$ cat src/asif_pkg.sv
package asif_pkg;

   // framing selections; the all-zero code is the power-up default
   localparam logic [1:0] FMT_I2S = 2'h0;
   localparam logic [1:0] FMT_LEFT = 2'h1;
   localparam logic [1:0] FMT_RIGHT = 2'h2;

   // word length selections
   localparam logic [1:0] LEN_16 = 2'h0;
   localparam logic [1:0] LEN_18 = 2'h1;
   localparam logic [1:0] LEN_20 = 2'h2;
   localparam logic [1:0] LEN_24 = 2'h3;

   // word lengths in bits
   localparam logic [5:0] BITS_16 = 6'h10;
   localparam logic [5:0] BITS_18 = 6'h12;
   localparam logic [5:0] BITS_20 = 6'h14;
   localparam logic [5:0] BITS_24 = 6'h18;

   // data path width and slot geometry
   localparam int WORD_W = 24;
   localparam logic [5:0] SLOT_BITS = 6'h20;
   localparam logic [5:0] POS_MAX = 6'h3F;
   localparam logic [5:0] I2S_DELAY = 6'h01;
   localparam logic [5:0] LEFT_DELAY = 6'h00;

   // input synchroniser depth
   localparam int SYNC_DEPTH = 2;

   // capture state
   typedef enum logic [0:0] {
      ST_HUNT = 1'b0,
      ST_RUN = 1'b1
   } asif_state_t;

endpackage

$ cat src/asif_bit_if.sv
`timescale 1ns/100ps
// one sampled serial bit per rising bit clock edge
interface asif_bit_if;
   logic bit_stb;
   logic bit_data;
   logic bit_lr;
   modport src (output bit_stb, output bit_data, output bit_lr);
   modport snk (input bit_stb, input bit_data, input bit_lr);
endinterface

$ cat src/asif_bit_sampler.sv
`timescale 1ns/100ps
module asif_bit_sampler (
   input wire logic core_clk_in,
   input wire logic reset_in,
   input wire logic bclk_in,
   input wire logic lrclk_in,
   input wire logic sdata_in,
   asif_bit_if.src bits
);

   ////////////////////////////////////////////////////////////////////////
   // two-flop synchronisers; stage 0 feeds only stage 1
   logic [2:0] meta;
   logic [2:0] sync;
   logic bclk_last;
   logic [2:0] next_meta;
   logic [2:0] next_sync;
   logic next_bclk_last;
   logic next_stb;
   logic next_data;
   logic next_lr;

   // next values: shift pins in, find rising bit clock edge
   always_comb begin
      next_meta = {bclk_in, lrclk_in, sdata_in};
      next_sync = meta;
      next_bclk_last = sync[2];
      next_stb = sync[2] & ~bclk_last;
      next_data = sync[0];
      next_lr = sync[1];
   end

   // registers
   always_ff @(posedge core_clk_in) begin
      if (reset_in) begin
         meta <= 3'h0;
         sync <= 3'h0;
         bclk_last <= 1'b0;
         bits.bit_stb <= 1'b0;
         bits.bit_data <= 1'b0;
         bits.bit_lr <= 1'b0;
      end else begin
         meta <= next_meta;
         sync <= next_sync;
         bclk_last <= next_bclk_last;
         bits.bit_stb <= next_stb;
         bits.bit_data <= next_data;
         bits.bit_lr <= next_lr;
      end
   end

endmodule // asif_bit_sampler

$ cat src/asif_formatter.sv
`timescale 1ns/100ps
// Behaviour
// - accepts left-justified, I2S or right-justified framing, 16/18/20/24-bit words
// - framing code zero selects I2S, so I2S is the default
// - data bits are captured on the rising bit clock edge
// - left/right-justified: channel select high is left, low is right
// - I2S: channel select low is left, high is right
// - I2S: MSB comes one bit period after each channel select change
// - left-justified: MSB in first bit period after the change
// - right-justified: MSB starts 32 minus word length periods after change
module asif_formatter (
   input wire logic core_clk_in,
   input wire logic reset_in,
   input wire logic bclk_in,
   input wire logic lrclk_in,
   input wire logic sdata_in,
   input wire logic [1:0] format_in,
   input wire logic [1:0] word_len_in,
   output logic [23:0] word_out,
   output logic word_left_out,
   output logic word_valid_out
);

   ////////////////////////////////////////////////////////////////////////
   // pin sampling
   asif_bit_if bits_if ();

   asif_bit_sampler u_sampler (
      .core_clk_in(core_clk_in),
      .reset_in(reset_in),
      .bclk_in(bclk_in),
      .lrclk_in(lrclk_in),
      .sdata_in(sdata_in),
      .bits(bits_if.src)
   );

   ////////////////////////////////////////////////////////////////////////
   // helpers

   // word length code to bit count
   function automatic logic [5:0] len_bits(input logic [1:0] code);
      logic [5:0] r;
      r = asif_pkg::BITS_24;
      case (code)
         asif_pkg::LEN_16: r = asif_pkg::BITS_16;
         asif_pkg::LEN_18: r = asif_pkg::BITS_18;
         asif_pkg::LEN_20: r = asif_pkg::BITS_20;
         default: r = asif_pkg::BITS_24;
      endcase
      return r;
   endfunction

   // bit periods from channel select change to MSB
   function automatic logic [5:0] msb_delay(input logic [1:0] fmt, input logic [5:0] len);
      logic [5:0] r;
      r = asif_pkg::I2S_DELAY;
      case (fmt)
         asif_pkg::FMT_LEFT: r = asif_pkg::LEFT_DELAY;
         asif_pkg::FMT_RIGHT: r = asif_pkg::SLOT_BITS - len;
         default: r = asif_pkg::I2S_DELAY;
      endcase
      return r;
   endfunction

   ////////////////////////////////////////////////////////////////////////
   // capture state
   asif_pkg::asif_state_t state;
   asif_pkg::asif_state_t next_state;
   logic lr_last;
   logic next_lr_last;
   logic [5:0] pos;
   logic [5:0] next_pos;
   logic [1:0] cfg_fmt;
   logic [1:0] next_cfg_fmt;
   logic [5:0] cfg_len;
   logic [5:0] next_cfg_len;
   logic chan_left;
   logic next_chan_left;
   logic [4:0] cnt;
   logic [4:0] next_cnt;
   logic [23:0] sreg;
   logic [23:0] next_sreg;
   logic [23:0] next_word;
   logic next_word_left;
   logic next_word_valid;
   // slot decode of the bit now on offer
   logic lr_change;
   logic [5:0] use_len;
   logic [1:0] use_fmt;
   logic [5:0] use_pos;
   logic use_left;
   logic [5:0] start;
   logic [5:0] stop;
   logic in_slot;
   logic last_bit;

   ////////////////////////////////////////////////////////////////////////
   // slot decode: a channel select change opens a slot and takes the config

   // config and tag for this bit; mid-slot config changes wait for the next slot
   always_comb begin
      lr_change = bits_if.bit_stb & (bits_if.bit_lr != lr_last);
      use_len = cfg_len;
      use_fmt = cfg_fmt;
      use_pos = pos;
      use_left = chan_left;
      if (lr_change) begin
         use_len = len_bits(word_len_in);
         use_fmt = format_in;
         use_pos = 6'h00;
         if (format_in == asif_pkg::FMT_LEFT || format_in == asif_pkg::FMT_RIGHT) begin
            use_left = bits_if.bit_lr;
         end else begin
            use_left = ~bits_if.bit_lr;
         end
      end
      start = msb_delay(use_fmt, use_len);
      stop = start + use_len;
      // only bits inside the word slot count; nothing before the first change
      in_slot = (state == asif_pkg::ST_RUN) | lr_change;
      in_slot = in_slot & (use_pos >= start) & (use_pos < stop);
      last_bit = in_slot && use_pos == stop - 6'h01;
   end

   ////////////////////////////////////////////////////////////////////////
   // slot tracking

   // next values: position saturates so a long frame cannot wrap into a slot
   always_comb begin
      next_state = state;
      next_lr_last = lr_last;
      next_pos = pos;
      next_cfg_fmt = cfg_fmt;
      next_cfg_len = cfg_len;
      next_chan_left = chan_left;
      if (bits_if.bit_stb) begin
         next_lr_last = bits_if.bit_lr;
         if (use_pos != asif_pkg::POS_MAX) begin
            next_pos = use_pos + 6'h01;
         end else begin
            next_pos = use_pos;
         end
      end
      if (lr_change) begin
         next_state = asif_pkg::ST_RUN;
         next_cfg_fmt = use_fmt;
         next_cfg_len = use_len;
         next_chan_left = use_left;
      end
   end

   // registers; hunts until the first channel select change after reset
   always_ff @(posedge core_clk_in) begin
      if (reset_in) begin
         state <= asif_pkg::ST_HUNT;
         lr_last <= 1'b0;
         pos <= asif_pkg::POS_MAX;
         cfg_fmt <= asif_pkg::FMT_I2S;
         cfg_len <= asif_pkg::BITS_16;
         chan_left <= 1'b0;
      end else begin
         state <= next_state;
         lr_last <= next_lr_last;
         pos <= next_pos;
         cfg_fmt <= next_cfg_fmt;
         cfg_len <= next_cfg_len;
         chan_left <= next_chan_left;
      end
   end

   ////////////////////////////////////////////////////////////////////////
   // shift register: bits land MSB first from bit 23 down

   // next values; a new slot clears the word so short words come out zero-padded
   always_comb begin
      next_cnt = cnt;
      next_sreg = sreg;
      if (lr_change) begin
         next_cnt = 5'h00;
         next_sreg = 24'h000000;
      end
      if (bits_if.bit_stb && in_slot) begin
         next_sreg[5'(asif_pkg::WORD_W - 1) - next_cnt] = bits_if.bit_data;
         next_cnt = next_cnt + 5'h01;
      end
   end

   // registers
   always_ff @(posedge core_clk_in) begin
      if (reset_in) begin
         cnt <= 5'h00;
         sreg <= 24'h000000;
      end else begin
         cnt <= next_cnt;
         sreg <= next_sreg;
      end
   end

   ////////////////////////////////////////////////////////////////////////
   // delivery: a finished word and its channel tag go out in one transfer

   // next values: load on the last slot bit, valid pulses for one cycle
   always_comb begin
      next_word = word_out;
      next_word_left = word_left_out;
      next_word_valid = 1'b0;
      if (bits_if.bit_stb && last_bit) begin
         next_word = next_sreg;
         next_word_left = use_left;
         next_word_valid = 1'b1;
      end
   end

   // output registers; word and tag stand until the next word
   always_ff @(posedge core_clk_in) begin
      if (reset_in) begin
         word_out <= 24'h000000;
         word_left_out <= 1'b0;
         word_valid_out <= 1'b0;
      end else begin
         word_out <= next_word;
         word_left_out <= next_word_left;
         word_valid_out <= next_word_valid;
      end
   end

endmodule // asif_formatter

$ cat config.mk
export PLATFORM = sky130hd
export DESIGN_NAME = asif_formatter
export DESIGN_NICKNAME = d
export VERILOG_FILES = /design/src/asif_pkg.sv /design/src/asif_bit_if.sv /design/src/asif_bit_sampler.sv /design/src/asif_formatter.sv
export SDC_FILE = /design/constraint.sdc
export NUM_CORES = 1
export LEC_CHECK = 0
export BUFFER_PORTS_ARGS = -buffer_cell sky130_fd_sc_hd__buf_2
export CORE_UTILIZATION = 56
export CTS_BUF_LIST = sky130_fd_sc_hd__clkbuf_4 sky130_fd_sc_hd__clkbuf_8
export CTS_CLUSTER_DIAMETER = 30
export DETAILED_ROUTE_END_ITERATION = 8
export PLACE_DENSITY = 0.89
export REMOVE_ABC_BUFFERS = 1
export SYNTH_ARGS = -nofsm -noshare
export SYNTH_HDL_FRONTEND = slang
export SYNTH_HIERARCHICAL = 1
export SYNTH_SLANG_ARGS = --single-unit
export TNS_END_PERCENT = 50
$ cat constraint.sdc
create_clock -name core_clk_in -period 5.2 [get_ports core_clk_in]
set_clock_uncertainty 0.05 [all_clocks]
set_input_delay 0.26 -clock core_clk_in [delete_from_list [all_inputs] [get_ports core_clk_in]]
set_output_delay 0.26 -clock core_clk_in [all_outputs]
set_load 0.01 [all_outputs]
==> results.txt <==
Die X -> 88.0 µm
Critical path, cell by cell -> xnor2_2, nor2_4, mux2i_4, inv_1, ha_1, nor2b_2, o311ai_1, inv_1, ha_1, or4_1, a31oi_1, xor2_1, ha_1, nand3_1, a21oi_1, a311oi_2, buf_4, and2_2, nand2_1, mux2i_1, mux2_2
Outcome -> completed
Clock transition at the registers of the reported paths -> 90 ps
Syn Std Cell Area -> 4140 µm²
Post-route minimum period -> 5140 ps
Comb power frac -> 4.3%
Hold_buf cts -> 0
EDFF count, synth -> 0
Synth area leaders -> dfxtp_1 (40%), ha_1 (7.6%), mux2i_1 (6.5%), mux2_2 (6.3%), nor2b_1 (5.6%)
Area of the multi-input gates -> 2410 µm²
Max FO, Critical Path -> 6
Sequential share of power -> 57.3%
Antenna violation net count after detailed routing -> 0
Clk buf depth -> 2
Max-slew violations -> 0
Hold WS -> 62.0 ps
CTS sink count -> 82
Max VDD drop -> 0.000214 V
Dpl ws -> -342 ps
WL met3 -> 536 µm
Post-synth top cells -> dfxtp_1 (82), nand2_1 (58), nor2b_1 (37), mux2i_1 (27), nor2_1 (26)
Vias in the first global route -> 3126
Cell mode on critical path -> ha_1
Power density over the cells -> 231 nW/µm²
First drt pass iteration count -> 6
Vias per cell -> 5.78
Worst-Margin Slew -> 901 ps
M1 WL -> 3970 µm
Slowest stage delay, CP -> 520 ps
Gr usage total -> 24.2%
CP Class -> reg -> reg
DP Wirelength -> 6000 µm
Met2 wire length -> 4820 µm
Register Area -> 1640 µm²
Area growth syn-to-layout -> 15.4%
Largest net degree at the start of global routing -> 60
PortBufs -> 34
CTS tree -> done
Fmax achieved -> 194 MHz
Die area -> 7740 µm²
Top cell type's share of synthesized area -> 39.6%
Max_cap viols -> 0
Main flop type after synthesis -> dfxtp_1
Setup crit start kind -> flip-flop
WL per Instance -> 16.2 µm
Starting Density -> 59.3%
Ys async rst share -> 0%
Ant diodes -> 0
Flops & latches, synth -> 82
DRC -> 0
Core region area -> 6980 µm²
Clock share of power -> 38.4%
Final period utilization -> 98.9%
Layout cells sized above 1 -> 24.0%
CTS buffer count -> 9
CP max-delay cell -> or4_1
Grt total ovfl -> 0
Crit end category -> flip-flop
Dominant cell type by area after synthesis -> dfxtp_1
CP bufs+invs -> 3
Register area share after synthesis -> 39.6%
Worst Setup Slack, final -> 56.6 ps
Fin. Hold Viols -> 0
Fillers -> 517
Initial antenna violation count -> 0
H-tree depth -> 3
Synthesis warning total -> 6
Post-synth cell types -> 51
Drt initial violations -> 285
HP Class -> in -> reg
Global-route wire length before repair -> 14400 µm
Arrival @ worst endpoint -> 5350 ps
Core Rows -> 30
Gpl congestion -> 0.861
Avg Cell Area, Syn -> 9.16 µm²
Internal power -> 0.000825 W
I/O pin cnt -> 35
Max Used Layer -> met4
Top delay family on crit path -> simple AND/OR/NAND/NOR gates
Psw -> 0.000281 W
Rel. slew slack -> 39.9%
Root Driver -> clkbuf_8
WP data required -> 5400 ps
Post-Syn Instances -> 452
Chip Height -> 88.0 µm
# setup viols final -> 0
Routed vias -> 3470
Clock Latency Late Sink -> 360 ps
WL final -> 9730 µm
P_leak -> 2.16 nW
Most numerous cell in the Yosys netlist -> dfxtp_1
Switching Fraction -> 25.4%
Final nets -> 533
## registers in the layout (all words and copies together) (netlist names), 2 cells and up
register / cells
u_sampler/sync: 3
cnt: 5
word_out: 24
cfg_len: 6
cfg_fmt: 2
u_sampler/meta: 3
sreg: 24
pos: 6
## cells in the final DEF, fill, tap and decap left out, types with 3 or more instances in the layout
master | synthesis | routed
or3_1 | 3 | 3
xnor2_1 | 16 | 15
a211oi_1 | 5 | 5
dfxtp_1 | 82 | 80
mux2_2 | 23 | 23
nor2b_1 | 37 | 36
inv_1 | 21 | 21
nand3_1 | 11 | 10
clkbuf_8 | 0 | 9
and3_1 | 7 | 7
ha_1 | 25 | 25
nand2_1 | 58 | 57
and2_1 | 4 | 4
o21ai_0 | 7 | 7
buf_4 | 0 | 20
buf_2 | 2 | 34
nand4_1 | 3 | 3
nor2_1 | 26 | 25
a21oi_1 | 11 | 10
xor2_1 | 6 | 6
nand2b_1 | 8 | 8
nor3_1 | 10 | 8
mux2i_1 | 27 | 26
o31ai_1 | 4 | 4
## cell type report
class,count,area share (%)
timing repair buffer,56,7.36
inverter,21,1.65
clock buffer,9,2.59
sequential,82,34.4
clock inverter,7,1.13
multi-input combinational,329,50.4
tap,96,2.51
## timing repair
action                     4_1_cts  5_1_grt
setup buffers                    3        6
setup endpoints to repair       40       50
cloned                           0        1
resized for setup                8       17
pin swaps                        2        2
## power by group through the flow
stage / sequential (W) / clock, W / combinational (W)
5_1_grt: 0.000634 / 0.000454 / 0.0000516
3_5_place_dp: 0.000648 / 0 / 0.0000433
6_report: 0.000634 / 0.000425 / 0.0000479
4_1_cts: 0.000633 / 0.000424 / 0.0000444
3_3_place_gp: 0.000648 / 0 / 0.0000415
2_1_floorplan: 0.000648 / 0 / 0.0000243
## worst register-to-register path, cell delays in order (launching register included)
cell and delay, ps:
dfxtp_2 370, xnor2_2 190, nor2_4 200, mux2i_4 310
inv_1 70, ha_1 250, nor2b_2 200, o311ai_1 150
inv_1 100, ha_1 210, or4_1 520, a31oi_1 230
xor2_1 290, ha_1 320, nand3_1 110, a21oi_1 60
a311oi_2 370, buf_4 220, and2_2 200, nand2_1 90
mux2i_1 190, mux2_2 340
## logic make-up (layout without fill, tap and decap cells)
logic type	Yosys count	count (layout)	synth area share, %
AO/OA/AOI/OAI	44	44	7.28
XOR/XNOR	23	23	5.05
adder cells (fa/ha/maj)	25	25	7.55
buffers and inverters	41	93	4.14
flip-flops	82	82	39.6
multiplexers	52	52	13.3
AND/OR/NAND/NOR	185	185	23.0
## metrics by stage
step	util (%)	cell area [µm²]	setup TNS, ps	std cells	power, W
after floorplan	-	4050	-18100	432	0.000672
after global placement	63.6	4440	-9.17	574	0.000690
after detailed placement	63.6	4440	-5400	574	0.000692
after CTS	66.8	4660	0	593	0.00110
after global routing	68.4	4780	-2140	600	0.00114
final	68.4	4780	0	600	0.00111
## layer usage
layer  up-vias  global-route usage, %
li1       1625                      -
met1      1645                   30.1
met2       155                   41.0
met3        45                   3.86
met4         0                   11.6
met5         -                      0
## final timing paths
check                        start                      to  slack, ps  cells past startpoint
max reg2reg  u_sampler/bits.bit_lr            word_out[23]         60                     21
min reg2reg    u_sampler/bclk_last  u_sampler/bits.bit_stb        360                      1
min                       sdata_in       u_sampler/meta[0]         60                      2
max          u_sampler/bits.bit_lr            word_out[23]         60                     21
Note: power is estimated with default switching activity, not from simulation.
